<file path="src/hw/iho_pkg.sv">
// Package of register map, field positions and state codes for the block
package iho_pkg;
   // Register select indices of the processor register port
   localparam logic [2:0] IHO_REG_IRQ = 3'h0;   // irq_status_reg / irq_mask_reg
   localparam logic [2:0] IHO_REG_CMD = 3'h1;   // cmd_status_reg
   localparam logic [2:0] IHO_REG_ADDR = 3'h2;  // addr_status_reg / addr_mode_reg
   localparam logic [2:0] IHO_REG_AUX = 3'h3;   // handshake_status_reg / aux_cmd_reg
   localparam logic [2:0] IHO_REG_DATA = 3'h7;  // Data in / data out
   // Interrupt status and mask bit positions
   localparam int IHO_IS_INT = 7;
   localparam int IHO_IS_BO = 6;
   localparam int IHO_IS_GET = 5;
   localparam int IHO_IS_APT = 3;
   localparam int IHO_IS_CMD = 2;
   localparam int IHO_IS_END = 1;
   localparam int IHO_IS_BI = 0;
   // Command status bit positions
   localparam int IHO_CS_UNDEF_UNIVERSAL_FLAG = 0;
   localparam int IHO_CS_DCAS = 1;
   localparam int IHO_CS_SPAS = 2;
   localparam int IHO_CS_RLC = 3;
   localparam int IHO_CS_LOK = 5;
   localparam int IHO_CS_REM = 6;
   localparam int IHO_CS_UNDEF_ADDRESSED_FLAG = 7;
   // Address mode bit positions
   localparam int IHO_AM_HLDA = 2;
   localparam int IHO_AM_HLDE = 3;
   localparam int IHO_AM_DSEL = 7;
   // Auxiliary command bit positions
   localparam int IHO_AX_DACD = 1;
   localparam int IHO_AX_DACR = 4;
   localparam int IHO_AX_FEOI = 5;
   localparam int IHO_AX_RFDR = 6;
   localparam int IHO_AX_RST = 7;
   // Handshake status bit positions
   localparam int IHO_HS_RFD = 4;
   localparam int IHO_HS_DAV = 5;
   localparam int IHO_HS_DAC = 6;
   // Reset values
   localparam logic [7:0] IHO_RST_BYTE = 8'h00;
   localparam logic [7:0] IHO_DIO_IDLE = 8'hff;
   // Acceptor handshake states
   typedef enum logic [1:0] {
      IHO_AC_RDY = 2'b00,
      IHO_AC_ACC = 2'b01,
      IHO_AC_DONE = 2'b10
   } iho_acc_t;
   // Source handshake states
   typedef enum logic [1:0] {
      IHO_TX_IDLE = 2'b00,
      IHO_TX_RFD = 2'b01,
      IHO_TX_DAC = 2'b10
   } iho_src_t;
endpackage : iho_pkg

</file>
<file path="src/hw/iho_holdoff_irq.sv">
// Handshake holdoff, talker source and interrupt generation of the adapter
`timescale 1ns/1ps
`default_nettype none
module iho_holdoff_irq (
   // Clock and reset
   input wire logic sys_clk,
   input wire logic rst,
   // Processor register port, one access per pulse
   input wire logic cpu_access,
   input wire logic cpu_read,
   input wire logic [2:0] cpu_rs,
   input wire logic [7:0] cpu_wdata,
   output logic [7:0] cpu_rdata,
   output logic irq_n,
   // Interface state from the surrounding function logic
   input wire logic listen_active,
   input wire logic talk_active,
   input wire logic cmd_hold_req,
   input wire logic undef_universal_flag,
   input wire logic dev_clear_active,
   input wire logic serial_poll_active,
   input wire logic remote_local_change_flag,
   input wire logic lockout_active,
   input wire logic remote_active,
   input wire logic undef_addressed_flag,
   input wire logic trigger_active,
   input wire logic secondary_pass_flag,
   input wire logic [7:0] addr_status_in,
   // Bus management lines
   input wire logic atn_n_in,
   input wire logic eoi_n_in,
   output logic eoi_n_out,
   output logic eoi_oe_n,
   // Bus handshake lines
   input wire logic dav_n_in,
   output logic dav_n_out,
   output logic dav_oe_n,
   input wire logic nrfd_n_in,
   output logic nrfd_n_out,
   output logic nrfd_oe_n,
   input wire logic ndac_n_in,
   output logic ndac_n_out,
   output logic ndac_oe_n,
   // Bus data lines, active low
   input wire logic [7:0] dio_in,
   output logic [7:0] dio_out,
   output logic dio_oe_n
);
   import iho_pkg::*;

   typedef struct packed {
      logic [7:0] mask;
      logic [7:0] amode;
      logic [7:0] aux;
      logic [7:0] din;
      logic [7:0] dio;
      logic [7:0] isr;
      logic [7:0] csr;
      logic [7:0] rdata;
      iho_acc_t acc;
      iho_src_t src;
      logic dac_hold;
      logic rfd_hold;
      logic bi;
      logic endf;
      logic lvl;
      logic irq_n;
      logic eoi_oe_n;
      logic dav_oe_n;
      logic nrfd_oe_n;
      logic ndac_oe_n;
      logic dio_oe_n;
      logic low;
   } iho_state_t;

   iho_state_t st_r;
   iho_state_t st_nxt;
   logic wr;
   logic rd;
   logic dacr;
   logic rfdr;
   logic dsel;
   logic join_hs;
   logic [7:0] isr_live;
   logic cmd_sum;
   logic lvl_live;

   // Access decode and live status
   assign wr = cpu_access & ~cpu_read;
   assign rd = cpu_access & cpu_read;
   assign dacr = st_r.aux[IHO_AX_DACR];
   assign rfdr = st_r.aux[IHO_AX_RFDR];
   assign dsel = st_r.amode[IHO_AM_DSEL];
   assign join_hs = (~atn_n_in | listen_active) & ~st_r.aux[IHO_AX_RST];
   always_comb begin
      cmd_sum = serial_poll_active | remote_local_change_flag;
      if (!dsel) begin
         cmd_sum = cmd_sum | undef_universal_flag | dev_clear_active
                   | undef_addressed_flag;
      end
      // Own address reception and address status are never sources
      isr_live = IHO_RST_BYTE;
      isr_live[IHO_IS_BO] = talk_active & (st_r.src == IHO_TX_IDLE)
                            & ~st_r.aux[IHO_AX_RST];
      isr_live[IHO_IS_GET] = trigger_active & ~dsel;
      isr_live[IHO_IS_APT] = secondary_pass_flag;
      isr_live[IHO_IS_CMD] = cmd_sum;
      isr_live[IHO_IS_END] = st_r.endf;
      isr_live[IHO_IS_BI] = st_r.bi;
      isr_live[IHO_IS_INT] = |(isr_live[6:0] & st_r.mask[6:0]);
      lvl_live = isr_live[IHO_IS_INT] & st_r.mask[IHO_IS_INT];
   end

   // Next-state logic of the whole block
   always_comb begin
      st_nxt = st_r;
      st_nxt.low = 1'b0;
      // Live status registers, no latching
      st_nxt.isr = isr_live;
      st_nxt.csr = {undef_addressed_flag, remote_active, lockout_active,
                    1'b0, remote_local_change_flag, serial_poll_active,
                    dev_clear_active, undef_universal_flag};
      // Release bits last one cycle
      st_nxt.aux[IHO_AX_DACR] = 1'b0;
      st_nxt.aux[IHO_AX_RFDR] = 1'b0;
      // Register reads and their side effects
      if (rd) begin
         unique case (cpu_rs)
            IHO_REG_IRQ: st_nxt.rdata = st_r.isr;
            IHO_REG_CMD: st_nxt.rdata = st_r.csr;
            IHO_REG_ADDR: st_nxt.rdata = addr_status_in;
            IHO_REG_AUX: begin
               st_nxt.rdata = IHO_RST_BYTE;
               st_nxt.rdata[IHO_HS_DAC] = ndac_n_in;
               st_nxt.rdata[IHO_HS_DAV] = ~dav_n_in;
               st_nxt.rdata[IHO_HS_RFD] = nrfd_n_in;
            end
            IHO_REG_DATA: begin
               st_nxt.rdata = st_r.din;
               st_nxt.bi = 1'b0;
               st_nxt.endf = 1'b0;
            end
            default: st_nxt.rdata = IHO_RST_BYTE;
         endcase
      end
      // Register writes
      if (wr) begin
         unique case (cpu_rs)
            IHO_REG_IRQ: st_nxt.mask = cpu_wdata;
            IHO_REG_ADDR: st_nxt.amode = cpu_wdata;
            IHO_REG_AUX: st_nxt.aux = cpu_wdata;
            IHO_REG_DATA: begin
               if (st_r.src == IHO_TX_IDLE) begin
                  st_nxt.dio = ~cpu_wdata;
                  st_nxt.src = IHO_TX_RFD;
               end
            end
            default: st_nxt.rdata = st_r.rdata;
         endcase
      end
      // Interrupt request on rising masked level, cleared by status read
      st_nxt.lvl = lvl_live;
      if (rd && cpu_rs == IHO_REG_IRQ) begin
         st_nxt.irq_n = 1'b1;
      end
      if (lvl_live && !st_r.lvl) begin
         st_nxt.irq_n = 1'b0;
      end
      // Release bits drop pending holds
      if (dacr) begin
         st_nxt.dac_hold = 1'b0;
      end
      if (rfdr) begin
         st_nxt.rfd_hold = 1'b0;
      end
      // Acceptor handshake with holdoff
      if (!join_hs) begin
         st_nxt.acc = IHO_AC_RDY;
         st_nxt.nrfd_oe_n = 1'b1;
         st_nxt.ndac_oe_n = 1'b1;
         if (st_r.aux[IHO_AX_RST]) begin
            st_nxt.dac_hold = 1'b0;
            st_nxt.rfd_hold = 1'b0;
         end
      end else begin
         unique case (st_r.acc)
            IHO_AC_RDY: begin
               st_nxt.ndac_oe_n = 1'b0;
               st_nxt.nrfd_oe_n = ~st_nxt.rfd_hold;
               if (!dav_n_in && !st_r.nrfd_oe_n) begin
                  st_nxt.nrfd_oe_n = 1'b0;
               end else if (!dav_n_in) begin
                  st_nxt.acc = IHO_AC_ACC;
                  st_nxt.nrfd_oe_n = 1'b0;
                  if (!atn_n_in) begin
                     st_nxt.dac_hold = cmd_hold_req
                        | st_r.aux[IHO_AX_DACD];
                  end else begin
                     st_nxt.din = ~dio_in;
                     st_nxt.bi = 1'b1;
                     st_nxt.endf = ~eoi_n_in;
                     st_nxt.rfd_hold = st_r.amode[IHO_AM_HLDA]
                        | (st_r.amode[IHO_AM_HLDE] & ~eoi_n_in);
                  end
               end
            end
            IHO_AC_ACC: begin
               st_nxt.nrfd_oe_n = 1'b0;
               if (!st_r.dac_hold || dacr) begin
                  st_nxt.ndac_oe_n = 1'b1;
                  st_nxt.dac_hold = 1'b0;
                  st_nxt.acc = IHO_AC_DONE;
               end
            end
            IHO_AC_DONE: begin
               st_nxt.nrfd_oe_n = 1'b0;
               if (dav_n_in) begin
                  st_nxt.ndac_oe_n = 1'b0;
                  st_nxt.acc = IHO_AC_RDY;
               end
            end
            default: st_nxt.acc = IHO_AC_RDY;
         endcase
      end
      // Source handshake of the talker
      st_nxt.dio_oe_n = ~talk_active | st_r.aux[IHO_AX_RST];
      if (!talk_active || st_r.aux[IHO_AX_RST]) begin
         st_nxt.src = IHO_TX_IDLE;
         st_nxt.dav_oe_n = 1'b1;
         st_nxt.eoi_oe_n = 1'b1;
      end else begin
         unique case (st_r.src)
            IHO_TX_IDLE: st_nxt.dav_oe_n = 1'b1;
            IHO_TX_RFD: begin
               if (nrfd_n_in) begin
                  st_nxt.dav_oe_n = 1'b0;
                  st_nxt.eoi_oe_n = ~st_r.aux[IHO_AX_FEOI];
                  st_nxt.src = IHO_TX_DAC;
               end
            end
            IHO_TX_DAC: begin
               if (ndac_n_in) begin
                  st_nxt.dav_oe_n = 1'b1;
                  st_nxt.eoi_oe_n = 1'b1;
                  st_nxt.aux[IHO_AX_FEOI] = 1'b0;
                  st_nxt.src = IHO_TX_IDLE;
               end
            end
            default: st_nxt.src = IHO_TX_IDLE;
         endcase
      end
   end

   // State register
   always_ff @(posedge sys_clk or posedge rst) begin
      if (rst) begin
         st_r <= '{mask: IHO_RST_BYTE, amode: IHO_RST_BYTE,
                   aux: IHO_RST_BYTE, din: IHO_RST_BYTE,
                   dio: IHO_DIO_IDLE, isr: IHO_RST_BYTE,
                   csr: IHO_RST_BYTE, rdata: IHO_RST_BYTE,
                   acc: IHO_AC_RDY, src: IHO_TX_IDLE,
                   dac_hold: 1'b0, rfd_hold: 1'b0, bi: 1'b0,
                   endf: 1'b0, lvl: 1'b0, irq_n: 1'b1,
                   eoi_oe_n: 1'b1, dav_oe_n: 1'b1, nrfd_oe_n: 1'b1,
                   ndac_oe_n: 1'b1, dio_oe_n: 1'b1, low: 1'b0};
      end else begin
         st_r <= st_nxt;
      end
   end

   // Outputs straight from the state register
   assign cpu_rdata = st_r.rdata;
   assign irq_n = st_r.irq_n;
   assign eoi_n_out = st_r.low;
   assign eoi_oe_n = st_r.eoi_oe_n;
   assign dav_n_out = st_r.low;
   assign dav_oe_n = st_r.dav_oe_n;
   assign nrfd_n_out = st_r.low;
   assign nrfd_oe_n = st_r.nrfd_oe_n;
   assign ndac_n_out = st_r.low;
   assign ndac_oe_n = st_r.ndac_oe_n;
   assign dio_out = st_r.dio;
   assign dio_oe_n = st_r.dio_oe_n;
endmodule : iho_holdoff_irq
`default_nettype wire

</file>
<file path="config.mk">
export PLATFORM = sky130hd
export DESIGN_NAME = iho_holdoff_irq
export DESIGN_NICKNAME = d
export VERILOG_FILES = /design/src/hw/iho_pkg.sv /design/src/hw/iho_holdoff_irq.sv
export SDC_FILE = /design/constraint.sdc
export NUM_CORES = 1
export LEC_CHECK = 0
export BUFFER_PORTS_ARGS = -buffer_cell sky130_fd_sc_hd__buf_2
export CAP_MARGIN = 40
export CELL_PAD_IN_SITES_DETAIL_PLACEMENT = 1
export CELL_PAD_IN_SITES_GLOBAL_PLACEMENT = 1
export CORE_MARGIN = 2
export CORE_UTILIZATION = 41
export DETAILED_ROUTE_END_ITERATION = 8
export GPL_TIMING_DRIVEN = 0
export HOLD_SLACK_MARGIN = 0.08
export PLACE_DENSITY = 0.74
export SLEW_MARGIN = 40
export SYNTH_ARGS = -nofsm -noshare
export SYNTH_HDL_FRONTEND = slang
export SYNTH_SLANG_ARGS = --single-unit
</file>
<file path="constraint.sdc">
create_clock -name sys_clk -period 2.86 [get_ports sys_clk]
set_clock_uncertainty 0.2 [all_clocks]
set_input_delay 0.286 -clock sys_clk [delete_from_list [all_inputs] [get_ports sys_clk]]
set_output_delay 0.286 -clock sys_clk [all_outputs]
set_load 0.03 [all_outputs]
</file>
==> qor.csv, run 1 <==
stage,metric,value,unit
cells_and_area,area_growth,32.31,%
yosys,synth_area_leaders,"dfrtp_1, dfstp_2, buf_4, o21ai_0, mux2_2",
cells_and_area,drive_gt1_frac,0.3480,
route,wl,8246,µm
cts,clock_latency,350,ps
place,gp_congestion,0.8239,
cts,cts_tree,yes,
floorplan,die-height,92.06,µm
route,drcViolationCount,0,
cells_and_area,nets,459,
power,power.net_switching,0.9553,mW
global_routing,grt_first_pass_wirelength,13750,µm
yosys,synth-seq-cells,68,
cts,cts_made_buffers,9,
yosys,avgSynthCellArea,11.00,µm²
sta,finalSetupTns,0,ps
sta,fmax,0.4730,GHz
cells_and_area,fin_util,0.5530,
floorplan,initial_core_util,0.4179,
sta,relSlewSlack,0.6201,
floorplan,ios,74,
cts,cts_max_level,3,
sta,fin_crit,2114,ps
yosys,syn_inst,289,
power,power_density,725.7,nW/µm²
yosys,synth_top_area_frac,0.4250,
cts,path_clk_slew,80,ps
sta,holdWs,107.7,ps
place,place_hpwl,5641,µm
route,vias_per_cell,4.906,
cts,postCtsSetupRepairBufs,0,
sta,finalCritPeriodShare,0.7393,
cells_and_area,seqCellArea,1719,µm²
global_routing,grt-ovfl-total,0,
floorplan,fp.dieArea,8475,µm²
sta,setup_viol,0,
yosys,ys_seq_area_frac,0.5407,
route,drtIter0Drc,107,
power,power_frac_clock,0.289,
route,drt-wirelength-per-cell,16.17,µm
power,swShare,0.3129,
power,leakage,2.017,nW
yosys,syn_area,3179,µm²
cts,cts_max_path_buffers,2,
yosys,yosys.area.top_type,dfrtp_1,
cells_and_area,antenna_cells,0,
global_routing,antenna_found_initial,0,
route,ant_nets,0,
worst_setup_path,crit_type,reg -> reg,
route,vias,2502,
sta,worst_pin_slew,569.9,ps
sta,report.final.slew_viol_count,0,
yosys,yosys-top-cells-count,"dfrtp_1, o21ai_0, nand2_1",
power,ir_drop,0.3407,mV
cells_and_area,multi_input_area,1225,µm²
min_path,min_path_type,in -> reg,
global_routing,grt_pass1_vias,2753,
yosys,ys_warn_count,0,
worst_setup_path,crit_path_start,st_r[14],
worst_setup_path,critPathMaxFanout,5,
sta,rsz0062_at_grt,false,
sta,hold_viol_final,0,
power,power.internal,2.097,mW
global_routing,grt_start_max_net_pins,40,
floorplan,rows,32,
yosys,synth_flop_cell,dfrtp_1,
place,portBuffers,69,
worst_setup_path,end_kind,flip-flop,
cts,ctsHoldBuffers,30,
run,max_cap_violations,0,
power,seq_power_share,0.444,
cts,cts.repair.resized,0,
run_status,outcome,completed,
floorplan,die_x,92.06,µm
worst_setup_path,crit_arrival,2190,ps
power,p_total,3.053,mW
yosys,ys_types,44,
min_path,min_from,nrfd_n_in,
cts,clkSinkCount,68,
cts,root_buffer,clkbuf_8,
global_routing,grt_usage,0.2128,
yosys,synth-async-reset-ratio,1.000,
worst_setup_path,reg2reg_from,st_r[14],
floorplan,core,7607,µm²
power,combinationalPowerShare,0.267,
route,first_pass_iters,4,
worst_setup_path,required,2930,ps
worst_setup_path,start_kind,flip-flop,
yosys,synth-edff-count,0,
yosys,yosysMostFrequentCell,dfrtp_1,
cells_and_area,n_fill_cell,887,
final timing paths:
| path | endpoint | cells past startpoint | slack (ps) |
|---|---|---|---|
| worst max-delay path | st_r[11] | 7 | 750 |
| worst min-delay path | st_r[13] | 3 | 110 |
| worst max register to register | st_r[11] | 7 | 750 |
| worst min register to register | st_r[32] | 0 | 220 |
| max in group asynchronous | dio_out[0] | 4 | 1660 |
| min in group asynchronous | st_r[55] | 3 | 230 |
cell type report:
class                   count  area share
inverters                  13     0.01279
multi-input cells         183      0.2912
clock buffers              12     0.03450
flip-flops and latches     68      0.4087
well taps                 102     0.03034
clock inverters             4     0.01725
plain buffers              28     0.04700
repair buffers            100      0.1582
stage by stage:
stage	worst slack (ps)	cells	area, µm²
3_3_place_gp	-217.9	463	3664
2_1_floorplan	685.7	292	3191
3_5_place_dp	750.3	464	3689
4_1_cts	709.6	510	4207
6_report	745.6	510	4207
5_1_grt	561.7	510	4207
power by group through the flow:
stage	sequential, mW	combinational, mW	clock, mW
CTS	1.35	0.819	0.900
global placement	1.36	0.753	0
global route	1.39	0.916	0.942
floorplan	1.37	0.544	0
finish	1.36	0.815	0.882
detailed placement	1.37	0.782	0
worst max-delay path, cell delays in order, from the launching register on:
cell	delay, ps
dfrtp_1	420
inv_1	120
ha_1	260
nand3b_1	140
nor2_1	120
o21ai_0	90
dlygate4sd3_1	560
a21oi_1	130
cell families after synthesis:
kind of cell | share of synthesized area
AND/OR/NAND/NOR | 0.1405
other | 0.001180
multiplexers | 0.08737
flip-flops | 0.5407
AO/OA/AOI/OAI | 0.1212
buffers and inverters | 0.07753
adder cells (fa/ha/maj) | 0.03148
cells in the final DEF, fill, tap and decap left out, types with 3 or more instances in the layout:
cell           count
dlygate4sd3_1     30
nor3_1             3
buf_2             71
inv_1             11
mux2i_1            9
and3_1             3
nor2b_1            5
and2_1            10
nand2_1           25
nand3b_1           3
conb_1             4
dfstp_2           14
nand3_1            4
a21oi_1           16
mux2_2            12
a211o_1            3
buf_4             22
nor2_1            22
dfrtp_1           54
o21ai_0           27
clkbuf_1           5
clkbuf_8          10
ha_1               8
routing by layer:
metal | share of wire | routed length, µm | GRT usage | vias to the layer above
li1 | - | - | - | 1204
met1 | 0.44 | 3619 | 0.2641 | 1234
met2 | 0.51 | 4233 | 0.3689 | 53
met3 | 0.033 | 272 | 0.04273 | 11
met4 | 0.015 | 120 | 0.07587 | 0
met5 | 0 | 0 | 0 | -
state kept, by name (all words and copies together) (netlist names):
| register | count |
|---|---|
| cpu_rdata | 8 |
| dacr | 1 |
| dav_oe_n | 1 |
| dio_oe_n | 1 |
| dio_out | 8 |
| dsel | 1 |
| eoi_oe_n | 1 |
| irq_n | 1 |
| isr_live | 2 |
| ndac_oe_n | 1 |
| nrfd_oe_n | 1 |
| rfdr | 1 |
| st_r | 41 |
(Power assumes the default switching activity.)
==> run 2, diff against run 1 <==
--- a/config.mk
+++ b/config.mk
@@ -10,11 +10,11 @@
 export CELL_PAD_IN_SITES_DETAIL_PLACEMENT = 1
 export CELL_PAD_IN_SITES_GLOBAL_PLACEMENT = 1
 export CORE_MARGIN = 2
-export CORE_UTILIZATION = 41
+export CORE_UTILIZATION = 37
 export DETAILED_ROUTE_END_ITERATION = 8
 export GPL_TIMING_DRIVEN = 0
 export HOLD_SLACK_MARGIN = 0.08
-export PLACE_DENSITY = 0.74
+export PLACE_DENSITY = 0.71
 export SLEW_MARGIN = 40
 export SYNTH_ARGS = -nofsm -noshare
 export SYNTH_HDL_FRONTEND = slang
==> constraint.sdc (replaced) <==
create_clock -name sys_clk -period 1.9 [get_ports sys_clk]
set_clock_uncertainty 0.2 [all_clocks]
set_input_delay 0.19 -clock sys_clk [delete_from_list [all_inputs] [get_ports sys_clk]]
set_output_delay 0.19 -clock sys_clk [all_outputs]
set_load 0.03 [all_outputs]
==> run 2 against run 1 <==
- first-iteration DRC count decreased by 38%
- sequential cell count unchanged
- combinational power increased by 55%
- sequential share of layout area decreased by 1.0 points
- critical path depth decreased by 1
- total power increased by 53%
- cell area increased by 2.6%
- die area increased by 10%
- hold slack got worse by 0.63 ps
==> qor.csv, run 2 (synthesis results as in run 1) <==
stage,metric,value,unit
power,seq_power_share,0.438,
power,swShare,0.3070,
cts,clock_latency,340,ps
sta,finalCritPeriodShare,0.9594,
sta,fmax,0.5486,GHz
global_routing,grt_pass1_vias,2677,
route,wl,8386,µm
power,power.internal,3.247,mW
sta,setup_viol,0,
sta,fin_crit,1823,ps
power,p_total,4.686,mW
floorplan,rows,33,
cells_and_area,antenna_cells,0,
cells_and_area,mostFrequentLayoutCell,buf_2,
sta,finalSetupTns,0,ps
floorplan,core,8258,µm²
sta,report.final.slew_viol_count,0,
min_path,min_path_type,in -> reg,
worst_setup_path,rr_worst_depth,6,
min_path,holdPathStages,5,
cells_and_area,area_growth,35.81,%
global_routing,antenna_found_initial,0,
worst_setup_path,start_kind,flip-flop,
cells_and_area,design_area,4318,µm²
cts,cts_max_level,3,
sta,rsz0062_at_grt,true,
cells_and_area,multi_input_area,1241,µm²
power,power.net_switching,1.438,mW
global_routing,grt_first_pass_wirelength,13880,µm
place,dpl_cell_area,3711,µm²
cts,clkSinkCount,68,
floorplan,initial_core_util,0.3850,
floorplan,die-height,96.70,µm
route,drt-wirelength-per-cell,16.19,µm
run_status,outcome,completed,
cells_and_area,nets,464,
route,drtIter0Drc,66,
cells_and_area,largest_register_ffs,41,
worst_setup_path,slowest_delay,430,ps
floorplan,ios,74,
cts,cts_max_path_buffers,2,
route,vias_per_cell,4.853,
worst_setup_path,cp_cell_sequence,inv_1 -> ha_1 -> nor2b_1 -> nor2_1 -> a211o_1 -> nor3b_1,
worst_setup_path,crit_type,reg -> reg,
place,place_hpwl,5952,µm
place,gp_congestion,0.7731,
worst_setup_path,critPathMaxFanout,4,
power,ir_drop,0.4910,mV
cells_and_area,drive_gt1_frac,0.3680,
cells_and_area,n_fill_cell,942,
worst_setup_path,end_kind,flip-flop,
global_routing,grt_usage,0.1906,
cts,path_clk_slew,70,ps
cts,cts_made_buffers,9,
power,power_frac_clock,0.293,
global_routing,grt_start_max_net_pins,26,
floorplan,fp.dieArea,9350,µm²
cts,cts_tree,yes,
sta,hold_viol_final,0,
run,max_cap_violations,0,
sta,relSlewSlack,0.6179,
cells_and_area,seqCellArea,1720,µm²
route,vias,2514,
route,ant_nets,0,
power,leakage,2.064,nW
power,power_density,1085,nW/µm²
floorplan,die_x,96.70,µm
place,portBuffers,69,
cells_and_area,mostFrequentLayoutCells,"buf_2, dfrtp_1, dlygate4sd3_1",
cells_and_area,largest_register,st_r,
worst_setup_path,crit_path_top_delay_cell,dfrtp_1,
global_routing,grt-ovfl-total,0,
cts,postCtsSetupRepairBufs,0,
power,combinationalPowerShare,0.269,
worst_setup_path,r2r_slack,80,ps
sta,worst_pin_slew,573.2,ps
cts,root_buffer,clkbuf_8,
worst_setup_path,crit_arrival,1870,ps
route,drcViolationCount,0,
worst_setup_path,required,1950,ps
route,first_pass_iters,4,
run 2: final timing paths:
check	from	end
worst min register to register	isr_live[0]	st_r[32]
worst min-delay path	dav_n_in	st_r[11]
min in group asynchronous	rst	st_r[54]
max in group asynchronous	rst	ndac_oe_n
worst max-delay path	st_r[13]	st_r[12]
worst max register to register	st_r[13]	st_r[12]
run 2: stage by stage:
stage / hold WS [ps] / util / worst slack (ps) / instances
finish: 107.1 / 0.5229 / 77.21 / 518
global route: 125.9 / 0.5229 / -3.455 / 518
CTS: 91.88 / 0.5211 / 10.51 / 518
detailed placement: 46.56 / 0.4494 / -139.5 / 468
global placement: 101.1 / 0.4445 / -79.68 / 466
floorplan: 21.43 / - / 237.6 / 292
run 2: layout make-up:
| cell class | count | share of cell area |
|---|---|---|
| sequential | 68 | 0.3984 |
| multi-input combinational | 183 | 0.2875 |
| timing repair buffer | 105 | 0.1681 |
| buffer | 28 | 0.04897 |
| clock buffer | 12 | 0.03825 |
| tap | 105 | 0.03043 |
| clock inverter | 4 | 0.01623 |
| inverter | 13 | 0.01217 |
run 2: per-layer routing:
metal / vias to the layer above / track usage / routed length [µm] / share of wire
met2: 66 / 0.3237 / 4113 / 0.49
met3: 14 / 0.04335 / 380 / 0.045
met1: 1218 / 0.2409 / 3752 / 0.45
met4: 0 / 0.06284 / 140 / 0.017
li1: 1216 / - / - / -
met5: - / 0 / 0 / 0
run 2: power groups by stage:
| stage | sequential [mW] | clock [mW] | combinational, mW |
|---|---|---|---|
| after floorplan | 2.06 | 0 | 0.819 |
| after global placement | 2.06 | 0 | 1.13 |
| after detailed placement | 2.07 | 0 | 1.19 |
| after CTS | 2.05 | 1.40 | 1.27 |
| after global routing | 2.10 | 1.48 | 1.39 |
| final | 2.05 | 1.37 | 1.26 |
run 2: worst max-delay path: cells and delay by family (launching register included):
kind | cells | cell delay, ps
AO/OA/AOI/OAI | 1 | 300
adder cells (fa/ha/maj) | 1 | 210
flip-flops | 1 | 430
AND/OR/NAND/NOR | 3 | 480
buffers and inverters | 1 | 110
run 2: what timing repair did:
action	4_1_cts	5_1_grt
hold endpoints to repair	89	0
setup endpoints to repair	11	13
gates resized for setup	6	10
hold buffers	34	0
pin swaps	0	0
==> run 3, diff against run 2 <==
--- a/config.mk
+++ b/config.mk
@@ -7,14 +7,12 @@
 export LEC_CHECK = 0
 export BUFFER_PORTS_ARGS = -buffer_cell sky130_fd_sc_hd__buf_2
 export CAP_MARGIN = 40
-export CELL_PAD_IN_SITES_DETAIL_PLACEMENT = 1
-export CELL_PAD_IN_SITES_GLOBAL_PLACEMENT = 1
 export CORE_MARGIN = 2
-export CORE_UTILIZATION = 37
+export CORE_UTILIZATION = 45
 export DETAILED_ROUTE_END_ITERATION = 8
 export GPL_TIMING_DRIVEN = 0
 export HOLD_SLACK_MARGIN = 0.08
-export PLACE_DENSITY = 0.71
+export PLACE_DENSITY = 0.67
 export SLEW_MARGIN = 40
 export SYNTH_ARGS = -nofsm -noshare
 export SYNTH_HDL_FRONTEND = slang
==> run 3 against run 2 <==
- combinational power barely moved
- global-route usage up 1.8 points
- utilization is 11 points higher
- hold slack got worse by 13 ps
- wire length down 12%
- sequential power about the same
- first-iteration DRC count rose by 53%
- largest power group unchanged
==> qor.csv, run 3 (synthesis results as in run 1) <==
stage,metric,value,unit
global_routing,grt_first_pass_wirelength,12070,µm
route,drtIter0Drc,101,
floorplan,core,6832,µm²
worst_setup_path,slowest_delay,410,ps
worst_setup_path,cp_cell_sequence,inv_1 -> ha_2 -> and3b_1 -> nand4b_1 -> buf_2 -> nand3_1 -> o21ai_0,
cells_and_area,antenna_cells,0,
cts,cts_max_level,3,
global_routing,antenna_found_initial,0,
sta,worst_pin_slew,518.7,ps
cells_and_area,n_fill_cell,567,
global_routing,met2_usage,0.3402,
global_routing,use_met3,0.03582,
power,leakage,2.077,nW
place,preCtsSetupSlack,-120.5,ps
route,wl,7392,µm
cells_and_area,largest_register_ffs,41,
worst_setup_path,required,1920,ps
sta,hold_viol_final,0,
cts,cts_max_path_buffers,2,
worst_setup_path,crit_arrival,1830,ps
run_status,outcome,completed,
floorplan,ios,74,
sta,fmax,0.5520,GHz
cells_and_area,mostFrequentLayoutCell,buf_2,
global_routing,grt_util_met1,0.2793,
cells_and_area,design_area,4338,µm²
cts,clock_latency,340,ps
power,ir_drop,0.5795,mV
power,p_total,4.731,mW
route,drt-wirelength-per-cell,14.49,µm
run,max_cap_violations,0,
power,power_density,1091,nW/µm²
cts,path_clk_slew,80,ps
global_routing,grt_pass1_vias,2507,
global_routing,top_usage_layer,met2,
global_routing,grt_start_max_net_pins,20,
global_routing,grt_usage,0.2090,
floorplan,die_x,88.06,µm
cts,cts_tree,yes,
worst_setup_path,critPathMaxFanout,10,
sta,report.final.slew_viol_count,0,
min_path,min_path_type,in -> reg,
sta,setup_viol,0,
sta,rsz0062_at_grt,true,
cts,cts_made_buffers,9,
place,place_hpwl,5222,µm
worst_setup_path,end_kind,flip-flop,
place,portBuffers,69,
cells_and_area,nets,465,
global_routing,grt-ovfl-total,0,
cells_and_area,largest_register,st_r,
floorplan,initial_core_util,0.4654,
place,placed_cells,460,
worst_setup_path,crit_path_top_delay_cell,dfrtp_1,
cells_and_area,mostFrequentLayoutCells,"buf_2, dfrtp_1, dlygate4sd3_1",
sta,relSlewSlack,0.6542,
worst_setup_path,crit_family,simple AND/OR/NAND/NOR gates,
floorplan,fp.dieArea,7754,µm²
cells_and_area,area_growth,36.44,%
route,drcViolationCount,0,
route,first_pass_iters,4,
sta,fin_ws,88.30,ps
cells_and_area,instances_no_fill,510,
worst_setup_path,crit_type,reg -> reg,
cells_and_area,drive_gt1_frac,0.3623,
sta,finalCritPeriodShare,0.9535,
worst_setup_path,start_kind,flip-flop,
place,gp_congestion,0.8343,
route,vias_per_cell,4.857,
sta,fin_crit,1812,ps
floorplan,rows,30,
route,ant_nets,0,
place,dpl_cell_area,3742,µm²
worst_setup_path,cp_num_buf_inv,2,
cts,root_buffer,clkbuf_8,
route,vias,2477,
floorplan,die-height,88.06,µm
cts,clkSinkCount,68,
## run 3: changes by cell type in the layout (fill, tap and decap cells not counted), moves of 2 or more
cell and change:
o21ai_0 +4, o21ai_1 -4, buf_16 +3, clkbuf_8 -3
buf_12 -2, buf_2 +2
## run 3: path summary, 6_finish.rpt
path                            slack, ps        start           to  depth (start not counted)
max in group asynchronous             480          rst   dio_out[2]                          6
worst min-delay path                   90     dav_n_in     st_r[11]                          5
min in group asynchronous             170          rst     st_r[55]                          3
worst min register to register        210  isr_live[0]     st_r[32]                          0
worst max-delay path                   90     st_r[14]  isr_live[1]                          7
worst max register to register         90     st_r[14]  isr_live[1]                          7
## run 3: where the power goes
part / leakage (nW) / switching [mW] / internal [mW]
clock: 0.122 / 0.552 / 0.907
combinational: 1.14 / 0.667 / 0.568
sequential: 0.811 / 0.203 / 1.83
total: 2.08 / 1.42 / 3.31
## run 3: layout make-up
class / count / area (µm²) / share of cell area
Buffer: 28 / 200.2 / 0.04615
Clock buffer: 10 / 137.6 / 0.03173
Clock inverter: 6 / 111.4 / 0.02567
Inverter: 13 / 52.55 / 0.01211
Multi-Input combinational cell: 183 / 1229 / 0.2832
Sequential cell: 68 / 1719 / 0.3963
Tap cell: 96 / 120.1 / 0.02769
Timing Repair Buffer: 106 / 768.2 / 0.1771
## run 3: timing repair
| item | CTS | global route |
|---|---|---|
| endpoints found under the setup margin | 11 | 10 |
| setup buffers | 0 | 0 |
| hold endpoints to repair | 82 | 0 |
| hold buffers | 34 | 0 |
| gates resized for setup | 3 | 3 |
## run 3: worst register-to-register path: cells and delay by family (launching register included)
family	cells	cell delay, ps
AO/OA/AOI/OAI	1	80
adder cells (fa/ha/maj)	1	240
buffers and inverters	2	340
flip-flops	1	410
AND/OR/NAND/NOR	3	420
## run 3: stage by stage
| stage | hold slack [ps] | utilization | setup TNS (ps) |
|---|---|---|---|
| 2_1_floorplan | 21.43 | - | 0 |
| 3_3_place_gp | 108.6 | 0.5357 | -52.77 |
| 3_5_place_dp | -0.5236 | 0.5478 | -622.5 |
| 4_1_cts | 80.63 | 0.6348 | 0 |
| 5_1_grt | 124.4 | 0.6350 | -13.59 |
| 6_report | 94.42 | 0.6350 | 0 |
## run 3: metal layers
| metal | wire length (µm) | share of wire |
|---|---|---|
| met5 | 0 | 0 |
| met4 | 172 | 0.023 |
| met3 | 287 | 0.039 |
| met2 | 3465 | 0.47 |
| met1 | 3468 | 0.47 |
